$ cat src/bff_consts.svh
// Behaviour
// feed-forward input voltage comes from one of four selectable sources
// override source uses the firmware override word, 1.25 mV per LSB scaled
// input voltage transient recomputes duty in hardware, bypassing the feedback loop
// each switching cycle measure rectified voltage and half-cycle times at 5 ns
// volt-second difference of half-cycles drives a PI that trims PWM timings
// flux balancing only for full-bridge topology in voltage-mode control
// balancing acts only while duty_lock_flag is 1, otherwise no correction
// time_only_balance picks timing-only or full volt-second balancing
// host programs gains 4 and 24, balance mode and duty lock
// balancing suspended below the discontinuous-conduction threshold
// power mode command written 0 makes the device raise burst_enable
// with burst enabled, switching stops when load current falls below threshold
// entry threshold LSB is half the current sense gain
// in burst, restart when target minus sensed output exceeds error threshold
// error threshold LSB 1.25 mV, range zero to 18.75 mV
// synchronous rectifiers stay off during burst operation
// duty frozen at its last value on burst entry
// each burst emits 1, 2, 4 or 8 even/odd cycles by code
// burst disabled means continuous switching, thresholds ignored
`ifndef BFF_CONSTS_SVH
`define BFF_CONSTS_SVH
`define BFF_OFF_CTRL 5'h00
`define BFF_OFF_PMODE 5'h04
`define BFF_OFF_OVR 5'h08
`define BFF_OFF_GAIN 5'h0C
`define BFF_OFF_BURST 5'h10
`define BFF_OFF_TARGET 5'h14
`define BFF_OFF_DCM 5'h18
`define BFF_OFF_STAT 5'h1C
`define BFF_CTRL_SRC 1:0
`define BFF_CTRL_LOCK 2
`define BFF_CTRL_TONLY 3
`define BFF_CTRL_BMODE 4
`define BFF_CTRL_TOPO_FB 5
`define BFF_CTRL_VMODE 6
`define BFF_BURST_ITH 7:0
`define BFF_BURST_ERR 11:8
`define BFF_BURST_REPS 13:12
`define BFF_PMODE_RST 8'h01
`define BFF_PMODE_BURST 8'h00
`define BFF_PMBUS_POWER_MODE 8'h34
`define BFF_SRC_A 2'h0
`define BFF_SRC_B 2'h1
`define BFF_SRC_PRI 2'h2
`define BFF_SRC_OVR 2'h3
`define BFF_OVR_LSB_UV 1250
`define BFF_ERR_LSB_UV 1250
`define BFF_ERR_MAX_UV 18750
`define BFF_CLK_NS 40
`define BFF_RES_NS 5
`define BFF_TICK (`BFF_CLK_NS / `BFF_RES_NS)
`define BFF_CLK_KHZ 25000
`define BFF_FSW_KHZ 250
`define BFF_PERIOD (`BFF_CLK_KHZ / `BFF_FSW_KHZ)
`define BFF_HALF (`BFF_PERIOD / 2)
`define BFF_DEADTIME 2
`define BFF_FF_TRANS_THR 12'h020
`define BFF_MAXCORR 8
`define BFF_DIV_STEPS 5'h12
`endif

$ cat src/bff_pkg.sv
package bff_pkg;
   typedef enum logic [1:0] {BFF_RUN, BFF_IDLE, BFF_BURST} bff_state_t;
endpackage : bff_pkg

$ cat src/bff_burst_fluxbal_ff.sv
// The implementer's own choices: the register addresses and the Avalon-MM interface to the registers.
`timescale 1ns/1ps
`include "bff_consts.svh"
module bff_burst_fluxbal_ff (
   input wire logic clk,
   input wire logic reset_n,
   input wire logic [4:0] avs_address,
   input wire logic avs_read,
   input wire logic avs_write,
   input wire logic [31:0] avs_writedata,
   output logic [31:0] avs_readdata,
   output logic avs_waitrequest,
   input wire logic [11:0] rect_sense_pin_a,
   input wire logic [11:0] rect_sense_pin_b,
   input wire logic [11:0] primary_vin_sense_pin,
   input wire logic [11:0] vout_sense_pin,
   input wire logic [11:0] iout_sense,
   input wire logic rect_edge_cmp,
   input wire logic [7:0] pid_duty,
   output logic prim_even,
   output logic prim_odd,
   output logic sr_even,
   output logic sr_odd,
   output logic burst_enable
);
   // clamp a signed width to 0..half period
   function automatic logic [6:0] sat_half(input logic signed [19:0] v);
      if (v < 0) return 7'h00;
      if (v > $signed(20'(`BFF_HALF))) return 7'(`BFF_HALF);
      return v[6:0];
   endfunction : sat_half

   logic wait_ff, lock_ff, tonly_ff, bmode_ff, topo_ff, vmode_ff, burst_en_ff;
   logic [1:0] src_ff, reps_ff;
   logic [3:0] err_thr_ff, reps_cnt_ff;
   logic [7:0] pmode_ff, kp_ff, ki_ff, ith_ff;
   logic [11:0] ovr_ff, target_ff, dcm_thr_ff, vin_ff, vin_last_ff;
   logic [31:0] rdata_ff;
   bff_pkg::bff_state_t st_ff, nxt_st;

   // bus slave: one wait cycle, then the access completes
   wire req = avs_read | avs_write;
   wire acc = req & ~wait_ff;
   wire wr = avs_write & acc;
   wire sel_ctrl = avs_address == `BFF_OFF_CTRL;
   wire sel_pmode = avs_address == `BFF_OFF_PMODE;
   wire sel_ovr = avs_address == `BFF_OFF_OVR;
   wire sel_gain = avs_address == `BFF_OFF_GAIN;
   wire sel_burst = avs_address == `BFF_OFF_BURST;
   wire sel_tgt = avs_address == `BFF_OFF_TARGET;
   wire sel_dcm = avs_address == `BFF_OFF_DCM;
   wire sel_stat = avs_address == `BFF_OFF_STAT;
   wire fbal_active;
   wire dcm;
   wire [1:0] st_code = st_ff == bff_pkg::BFF_RUN ? 2'h0 : (st_ff == bff_pkg::BFF_IDLE ? 2'h1 : 2'h2);
   wire [31:0] rd_mux =
      sel_ctrl ? {25'h0, vmode_ff, topo_ff, bmode_ff, tonly_ff, lock_ff, src_ff} :
      sel_pmode ? {24'h0, pmode_ff} :
      sel_ovr ? {20'h0, ovr_ff} :
      sel_gain ? {16'h0, ki_ff, kp_ff} :
      sel_burst ? {18'h0, reps_ff, err_thr_ff, ith_ff} :
      sel_tgt ? {20'h0, target_ff} :
      sel_dcm ? {20'h0, dcm_thr_ff} :
      sel_stat ? {4'h0, vin_ff, 11'h0, fbal_active, dcm, burst_en_ff, st_code} : 32'h0000_0000;

   always_ff @(posedge clk or negedge reset_n) begin
      if (!reset_n) begin
         wait_ff <= 1'b1;
         rdata_ff <= 32'h0000_0000;
      end else begin
         wait_ff <= ~(req & wait_ff);
         if (req & wait_ff) rdata_ff <= rd_mux; // unmapped reads give zero
      end
   end

   // control fields; writes to unmapped or status offsets are dropped
   always_ff @(posedge clk or negedge reset_n) begin
      if (!reset_n) begin
         {src_ff, lock_ff, tonly_ff, bmode_ff, topo_ff, vmode_ff} <= 7'h00;
         pmode_ff <= `BFF_PMODE_RST;
         {ovr_ff, target_ff, dcm_thr_ff} <= 36'h0_0000_0000;
         {kp_ff, ki_ff, ith_ff} <= 24'h00_0000;
         {err_thr_ff, reps_ff} <= 6'h00;
      end else begin
         if (wr & sel_ctrl) begin
            src_ff <= avs_writedata[`BFF_CTRL_SRC];
            lock_ff <= avs_writedata[`BFF_CTRL_LOCK];
            tonly_ff <= avs_writedata[`BFF_CTRL_TONLY];
            bmode_ff <= avs_writedata[`BFF_CTRL_BMODE];
            topo_ff <= avs_writedata[`BFF_CTRL_TOPO_FB];
            vmode_ff <= avs_writedata[`BFF_CTRL_VMODE];
         end
         if (wr & sel_pmode) pmode_ff <= avs_writedata[7:0];
         if (wr & sel_ovr) ovr_ff <= avs_writedata[11:0];
         if (wr & sel_gain) {ki_ff, kp_ff} <= avs_writedata[15:0];
         if (wr & sel_burst) begin
            ith_ff <= avs_writedata[`BFF_BURST_ITH];
            err_thr_ff <= avs_writedata[`BFF_BURST_ERR]; // 4 bits: 0 to 15 steps of 1.25 mV R15
            reps_ff <= avs_writedata[`BFF_BURST_REPS];
         end
         if (wr & sel_tgt) target_ff <= avs_writedata[11:0];
         if (wr & sel_dcm) dcm_thr_ff <= avs_writedata[11:0];
      end
   end

   // comparator pin: three stages, level accepted when the last two agree
   logic rs1_ff, rs2_ff, rs3_ff, rect_hi_ff;
   always_ff @(posedge clk or negedge reset_n) begin
      if (!reset_n) begin
         {rs1_ff, rs2_ff, rs3_ff, rect_hi_ff} <= 4'h0;
      end else begin
         {rs1_ff, rs2_ff, rs3_ff} <= {rect_edge_cmp, rs1_ff, rs2_ff};
         if (rs2_ff == rs3_ff) rect_hi_ff <= rs3_ff;
      end
   end

   // phase counter of one switching period
   logic [6:0] ph_ff;
   wire tick = ph_ff == 7'(`BFF_PERIOD - 1);
   wire even = ph_ff < 7'(`BFF_HALF);
   wire [6:0] hp = even ? ph_ff : ph_ff - 7'(`BFF_HALF);

   // input voltage source select
   wire [11:0] vin_mux = src_ff == `BFF_SRC_A ? rect_sense_pin_a :
      src_ff == `BFF_SRC_B ? rect_sense_pin_b :
      src_ff == `BFF_SRC_PRI ? primary_vin_sense_pin : ovr_ff;
   wire [11:0] dv = vin_ff > vin_last_ff ? vin_ff - vin_last_ff : vin_last_ff - vin_ff;
   wire transient = dv > `BFF_FF_TRANS_THR;

   always_ff @(posedge clk or negedge reset_n) begin
      if (!reset_n) begin
         ph_ff <= 7'h00;
         vin_ff <= 12'h000;
         vin_last_ff <= 12'h000;
         burst_en_ff <= 1'b0;
      end else begin
         ph_ff <= tick ? 7'h00 : ph_ff + 7'h01;
         vin_ff <= vin_mux;
         if (tick) vin_last_ff <= vin_ff;
         burst_en_ff <= pmode_ff == `BFF_PMODE_BURST;
      end
   end

   // feed-forward divider: duty = (vout << 6) / vin, restoring, one bit a cycle
   logic [4:0] div_cnt_ff;
   logic [17:0] num_ff, quo_ff;
   logic [11:0] rem_ff, div_d_ff;
   logic [6:0] ff_duty_ff;
   logic ff_hold_ff;
   wire [12:0] trial = {rem_ff, num_ff[17]};
   wire ge = trial >= {1'b0, div_d_ff};
   wire [12:0] diff13 = trial - {1'b0, div_d_ff};
   wire [17:0] nxt_quo = {quo_ff[16:0], ge};
   wire div_start = tick & transient & (div_cnt_ff == 5'h00);

   always_ff @(posedge clk or negedge reset_n) begin
      if (!reset_n) begin
         div_cnt_ff <= 5'h00;
         {num_ff, quo_ff} <= 36'h0_0000_0000;
         {rem_ff, div_d_ff} <= 24'h00_0000;
         ff_duty_ff <= 7'h00;
         ff_hold_ff <= 1'b0;
      end else begin
         if (div_start) begin
            div_cnt_ff <= `BFF_DIV_STEPS;
            num_ff <= {vout_sense_pin, 6'h00};
            div_d_ff <= vin_ff;
            rem_ff <= 12'h000;
            quo_ff <= 18'h0_0000;
         end else if (div_cnt_ff != 5'h00) begin
            div_cnt_ff <= div_cnt_ff - 5'h01;
            num_ff <= {num_ff[16:0], 1'b0};
            rem_ff <= ge ? diff13[11:0] : trial[11:0];
            quo_ff <= nxt_quo;
         end
         // the new duty holds for one period, then the loop takes over
         if (div_cnt_ff == 5'h01) begin
            ff_duty_ff <= sat_half({2'h0, nxt_quo});
            ff_hold_ff <= 1'b1;
         end else if (tick) begin
            ff_hold_ff <= 1'b0;
         end
      end
   end

   // burst state machine; every change lands on a period boundary
   wire low_i = {iout_sense, 1'b0} < {5'h00, ith_ff};
   wire signed [12:0] err_v = $signed({1'b0, target_ff}) - $signed({1'b0, vout_sense_pin});
   wire restart = err_v > $signed({9'h000, err_thr_ff});
   always_comb begin
      nxt_st = st_ff;
      if (tick) begin
         unique case (st_ff)
            bff_pkg::BFF_RUN: if (burst_en_ff & low_i) nxt_st = bff_pkg::BFF_IDLE;
            bff_pkg::BFF_IDLE: begin
               if (!burst_en_ff) nxt_st = bff_pkg::BFF_RUN;
               else if (restart) nxt_st = bff_pkg::BFF_BURST;
            end
            bff_pkg::BFF_BURST: begin
               // leaving burst mode mid-burst returns to the regulated loop at the next period boundary
               if (!burst_en_ff) nxt_st = bff_pkg::BFF_RUN;
               else if (reps_cnt_ff == 4'h0) nxt_st = bff_pkg::BFF_IDLE;
            end
            // the spare state code falls back to the regulated loop
            default: nxt_st = bff_pkg::BFF_RUN;
         endcase
      end
   end

   // duty base and freeze; the frozen copy follows the loop until the state leaves run on burst entry
   wire run = st_ff == bff_pkg::BFF_RUN;
   wire [6:0] pid_sat = sat_half({12'h000, pid_duty});
   wire [6:0] base = ff_hold_ff ? ff_duty_ff : pid_sat;
   logic [6:0] frozen_ff;
   wire [6:0] duty_use = run ? base : frozen_ff;

   always_ff @(posedge clk or negedge reset_n) begin
      if (!reset_n) begin
         st_ff <= bff_pkg::BFF_RUN;
         reps_cnt_ff <= 4'h0;
         frozen_ff <= 7'h00;
      end else begin
         st_ff <= nxt_st;
         if (run) frozen_ff <= base;
         if (st_ff == bff_pkg::BFF_IDLE && nxt_st == bff_pkg::BFF_BURST)
            reps_cnt_ff <= 4'((5'h01 << reps_ff) - 5'h01);
         else if (tick && st_ff == bff_pkg::BFF_BURST && reps_cnt_ff != 4'h0)
            reps_cnt_ff <= reps_cnt_ff - 4'h1;
      end
   end

   // half-cycle timing in 5 ns units and volt-second products
   logic [9:0] tcnt_ff, t_even_ff;
   logic [11:0] v_even_ff;
   logic signed [27:0] integ_ff;
   logic signed [7:0] corr_ff;
   assign dcm = iout_sense < dcm_thr_ff;
   assign fbal_active = lock_ff & bmode_ff & topo_ff & vmode_ff & ~dcm;
   wire [21:0] vs_e = 22'(v_even_ff * t_even_ff);
   wire [21:0] vs_o = 22'(vin_ff * tcnt_ff);
   wire signed [22:0] vs_d = $signed({1'b0, vs_e}) - $signed({1'b0, vs_o});
   wire signed [10:0] t_d = $signed({1'b0, t_even_ff}) - $signed({1'b0, tcnt_ff});
   wire signed [15:0] err_s = tonly_ff ? 16'(t_d) : 16'(vs_d >>> 8);
   wire signed [27:0] p_term = 28'(err_s * $signed({1'b0, kp_ff}));
   wire signed [27:0] i_next = integ_ff + 28'(err_s * $signed({1'b0, ki_ff}));
   wire signed [27:0] pi_sum = (p_term + i_next) >>> 10;
   wire half_end = ph_ff == 7'(`BFF_HALF - 1);

   always_ff @(posedge clk or negedge reset_n) begin
      if (!reset_n) begin
         tcnt_ff <= 10'h000;
         t_even_ff <= 10'h000;
         v_even_ff <= 12'h000;
      end else begin
         if (half_end | tick) tcnt_ff <= 10'h000;
         else if (rect_hi_ff) tcnt_ff <= tcnt_ff + 10'(`BFF_TICK);
         if (half_end) begin
            t_even_ff <= tcnt_ff;
            v_even_ff <= vin_ff;
         end
      end
   end

   // PI update once a period; suspended balancing clears the trim and integral
   always_ff @(posedge clk or negedge reset_n) begin
      if (!reset_n) begin
         integ_ff <= 28'sh000_0000;
         corr_ff <= 8'sh00;
      end else if (!fbal_active) begin
         integ_ff <= 28'sh000_0000;
         corr_ff <= 8'sh00;
      end else if (tick) begin
         integ_ff <= i_next;
         // signed bounds: an unsigned compare would turn every negative sum into the top clamp
         if (pi_sum > $signed(28'(`BFF_MAXCORR))) corr_ff <= 8'(`BFF_MAXCORR);
         else if (pi_sum < -$signed(28'(`BFF_MAXCORR))) corr_ff <= -8'(`BFF_MAXCORR);
         else corr_ff <= pi_sum[7:0];
      end
   end

   // widths latched at the period edge so a pulse never changes mid-flight
   logic [6:0] w_even_ff, w_odd_ff;
   // a long even half gives a positive error, so the even pulse shrinks and the odd one grows
   wire [6:0] nxt_w_even = sat_half($signed({13'h0000, duty_use}) - 20'(corr_ff));
   wire [6:0] nxt_w_odd = sat_half($signed({13'h0000, duty_use}) + 20'(corr_ff));
   wire sw = st_ff != bff_pkg::BFF_IDLE;
   wire pe = sw & even & (hp < w_even_ff);
   wire po = sw & ~even & (hp < w_odd_ff);
   logic prim_even_ff, prim_odd_ff, sr_even_ff, sr_odd_ff;

   always_ff @(posedge clk or negedge reset_n) begin
      if (!reset_n) begin
         w_even_ff <= 7'h00;
         w_odd_ff <= 7'h00;
         {prim_even_ff, prim_odd_ff, sr_even_ff, sr_odd_ff} <= 4'h0;
      end else begin
         if (tick) begin
            w_even_ff <= nxt_w_even;
            w_odd_ff <= nxt_w_odd;
         end
         prim_even_ff <= pe;
         prim_odd_ff <= po;
         sr_even_ff <= run & even & (hp >= w_even_ff + 7'(`BFF_DEADTIME));
         sr_odd_ff <= run & ~even & (hp >= w_odd_ff + 7'(`BFF_DEADTIME));
      end
   end

   assign avs_readdata = rdata_ff;
   assign avs_waitrequest = wait_ff;
   assign prim_even = prim_even_ff;
   assign prim_odd = prim_odd_ff;
   assign sr_even = sr_even_ff;
   assign sr_odd = sr_odd_ff;
   assign burst_enable = burst_en_ff;
endmodule : bff_burst_fluxbal_ff

$ cat config.mk
export PLATFORM = sky130hd
export DESIGN_NAME = bff_burst_fluxbal_ff
export DESIGN_NICKNAME = d
export VERILOG_FILES = /design/src/bff_pkg.sv /design/src/bff_burst_fluxbal_ff.sv
export VERILOG_INCLUDE_DIRS = /design/src
export SDC_FILE = /design/constraint.sdc
export NUM_CORES = 2
export LEC_CHECK = 0
export ABC_CLOCK_PERIOD_IN_PS = 24000
export BUFFER_PORTS_ARGS = -buffer_cell sky130_fd_sc_hd__buf_4
export CAP_MARGIN = 5
export CORE_MARGIN = 1
export CORE_UTILIZATION = 40
export CTS_BUF_LIST = sky130_fd_sc_hd__clkbuf_4 sky130_fd_sc_hd__clkbuf_8 sky130_fd_sc_hd__clkbuf_16
export DETAILED_ROUTE_END_ITERATION = 7
export GPL_TIMING_DRIVEN = 0
export PLACE_DENSITY = 0.53
export RECOVER_POWER = 50
export SLEW_MARGIN = 5
export SYNTH_ARGS = -nofsm -noshare
export SYNTH_HDL_FRONTEND = slang
export SYNTH_SLANG_ARGS = --single-unit
$ cat constraint.sdc
create_clock -name clk -period 24 [get_ports clk]
set_input_delay 2.4 -clock clk [delete_from_list [all_inputs] [get_ports clk]]
set_output_delay 2.4 -clock clk [all_outputs]
set_load 0.1 [all_outputs]
==> results.yml <==
status:
  status: "complete, but fails checks"
  violations: "max-capacitance violations, max-slew violations"
clock_tree:
  insertion_delay_ns: 0.62
  cts-root-buf: "clkbuf_16"
  post_cts_resized: 0
  cts_buffers: 40
  cts.sinks: 305
  path_clk_slew_ns: 0.06
  cts_hold_buf: 0
  post-cts-setup-buffers: 0
  clockBufferDepth: 3
  cts_tree: "yes"
  htree_levels: 2
critical_path:
  reg2reg_slack_ns: 6.96
  crit_arrival_ns: 17.58
  cp-end-kind: "flop"
  worstSetupStartpointType: "flop"
  cp_max_fo: 10
  cp_slowest_cell: "o21ai_0"
  cpPeakStageDelay_ns: 0.87
  critPathKind: "reg2reg"
  worstReg2RegEnd: "corr_ff[0]"
  crit_required_ns: 24.53
  reg2reg_depth: 59
  r2r-start: "tcnt_ff[4]"
  worst_path_most_repeated_cell: "fa_1"
placement:
  gp_congestion: 0.879
  io_buffer_count: 126
  post_dp_cell_area_sq_um: 38000
  dpl.hpwl_microns: 85800
  place_ws_ns: 7.38
sta:
  finalSetupViolCount: 0
  tightest_slew_ns: 5.62
  finClkSkew_ns: 0.0355
  setup_tns_ns: 0
  rsz0062_at_grt: "no"
  slew_violations: 292
  setup_slack_ns: 6.96
  hold_viol: 0
  finalCriticalPeriod_ns: 17.04
  max_clock_freq_ghz: 0.0587
  max_slew_margin: -2.75
  period_share: 0.710
cells_and_area:
  final.fill_count: 8627
  drive_above_1_share: 0.0876
  fin_area_sq_um: 39400
  layout_common_cells: "inv_1, nand2_1, fa_1"
  nNetsFinal: 4940
  area_growth_pct: 11.4
  final_common_cell: "inv_1"
floorplan:
  io_pins: 148
  die_h_microns: 299
  rows: 108
  coreArea_sq_um: 87200
  dieArea_sq_um: 89700
  die_w_microns: 299
  start_util: 0.406
yosys:
  synth_cell_types: 94
  synthesis.area_sq_um: 35400
  syn_inst: 3852
  synth.avg_cell_area_sq_um: 9.19
  synth-seq-cells: 305
  yosysWarnings: 0
  synth-main-ff-cell: "dfrtp_1"
  synthArstFlopShare: 1.00
  synth_edf_count: 0
  seq_area_frac_synth: 0.216
routing:
  vias: 27100
  drc: 0
  vias_per_cell: 5.17
  wl_per_cell_microns: 20.1
  finalWirelength_microns: 106000
  dr.pass1.iters: 5
  ant_nets: 0
  dr.first_iter.drc_count: 1601
grt:
  track_usage: 0.241
  grt_start_max_net_pins: 109
  grt_pass1_wl_microns: 165000
  antenna_found_initial: 4
  grt-ovfl-total: 0
  grt_pass1_vias: 27400
worst_hold_path:
  hold_path_depth: 0
  min_from: "rs1_ff"
  hp-class: "reg2reg"
  hold_path_end: "rs2_ff"
job:
  cap_viol_max_count: 3
worst max path at each step:
stage          cells past startpoint  slack [ns]       start          to
3_5_place_dp                      59        7.38  tcnt_ff[4]  corr_ff[0]
5_1_grt                           59        6.16  tcnt_ff[4]  corr_ff[2]
4_1_cts                           59        7.25  tcnt_ff[4]  corr_ff[0]
3_3_place_gp                      54        7.39  tcnt_ff[3]  corr_ff[0]
2_1_floorplan                     58       10.43  tcnt_ff[4]  corr_ff[0]
6_report                          59        6.96  tcnt_ff[4]  corr_ff[0]
cell usage after synthesis (45+ instances only):
cell / instances / share of area
o21ai_0: 144 / 0.020
clkbuf_1: 121 / 0.013
fa_1: 405 / 0.23
mux2_2: 89 / 0.028
mux2i_1: 47 / 0.013
and2_1: 186 / 0.033
nand2_1: 447 / 0.047
a21o_1: 45 / 0.0095
inv_1: 653 / 0.069
ha_1: 368 / 0.13
xnor2_1: 68 / 0.017
a21oi_1: 165 / 0.023
nor3_1: 50 / 0.0071
dfrtp_1: 303 / 0.21
nor2_1: 187 / 0.020
kinds of logic (layout without fill, tap and decap cells):
| logic type | after synthesis | count (layout) | synth area share |
|---|---|---|---|
| simple gates | 1089 | 1089 | 0.147 |
| buf+inv | 812 | 1014 | 0.0878 |
| fa+ha+maj | 774 | 774 | 0.360 |
| compound gates | 614 | 614 | 0.113 |
| flops | 305 | 305 | 0.216 |
| mux | 150 | 150 | 0.0505 |
| xor+xnor | 106 | 106 | 0.0264 |
| other cells | 2 | 38 | 0.000212 |
per-layer routing:
| layer | wire (microns) | up-vias | global-route usage |
|---|---|---|---|
| met3 | 4330 | 110 | 0.0280 |
| met1 | 49300 | 13600 | 0.342 |
| met5 | 0 | - | 0 |
| met4 | 2800 | 0 | 0.0654 |
| met2 | 49200 | 553 | 0.389 |
| li1 | - | 12900 | - |
state kept, by name, summed over array words and instances, names as in the netlist, 8 cells and up:
signal        count
ovr_ff           12
corr_ff           8
num_ff           12
vin_ff           12
pmode_ff          8
v_even_ff        12
dcm_thr_ff       12
target_ff        12
div_d_ff         12
integ_ff         28
kp_ff             8
avs_readdata     28
rem_ff           12
ki_ff             8
quo_ff           17
ith_ff            8
vin_last_ff      12
metrics by stage:
stage                     utilization  hold slack, ns  instances
after floorplan                     -           0.331       3886
after global placement          0.435           0.341       5167
after detailed placement        0.436           0.335       5170
after CTS                       0.453           0.347       5243
after global routing            0.452           0.369       5243
final                           0.452           0.347       5245
area by class of cell:
cell class	instances	area, sq um	area share
Antenna cell	2	5.00	0.000127
Inverter	657	2470	0.0626
Buffer	155	641	0.0163
Tap cell	1155	1450	0.0367
Clock inverter	25	392	0.00994
Timing Repair Buffer	129	953	0.0242
Multi-Input combinational cell	2769	24800	0.629
Clock buffer	48	1100	0.0279
Sequential cell	305	7630	0.194
worst max-delay path: cells and delay by family (launching register included):
| kind | cells | cell delay, ns |
|---|---|---|
| buffers and inverters | 13 | 2.26 |
| flip-flops | 1 | 0.37 |
| AO/OA/AOI/OAI | 18 | 5.00 |
| AND/OR/NAND/NOR | 10 | 2.49 |
| adder cells (fa/ha/maj) | 16 | 6.46 |
| XOR/XNOR | 2 | 0.37 |
Power is not shown: default switching activity piles up to over one toggle a cycle in this logic, so the estimate is an artifact.
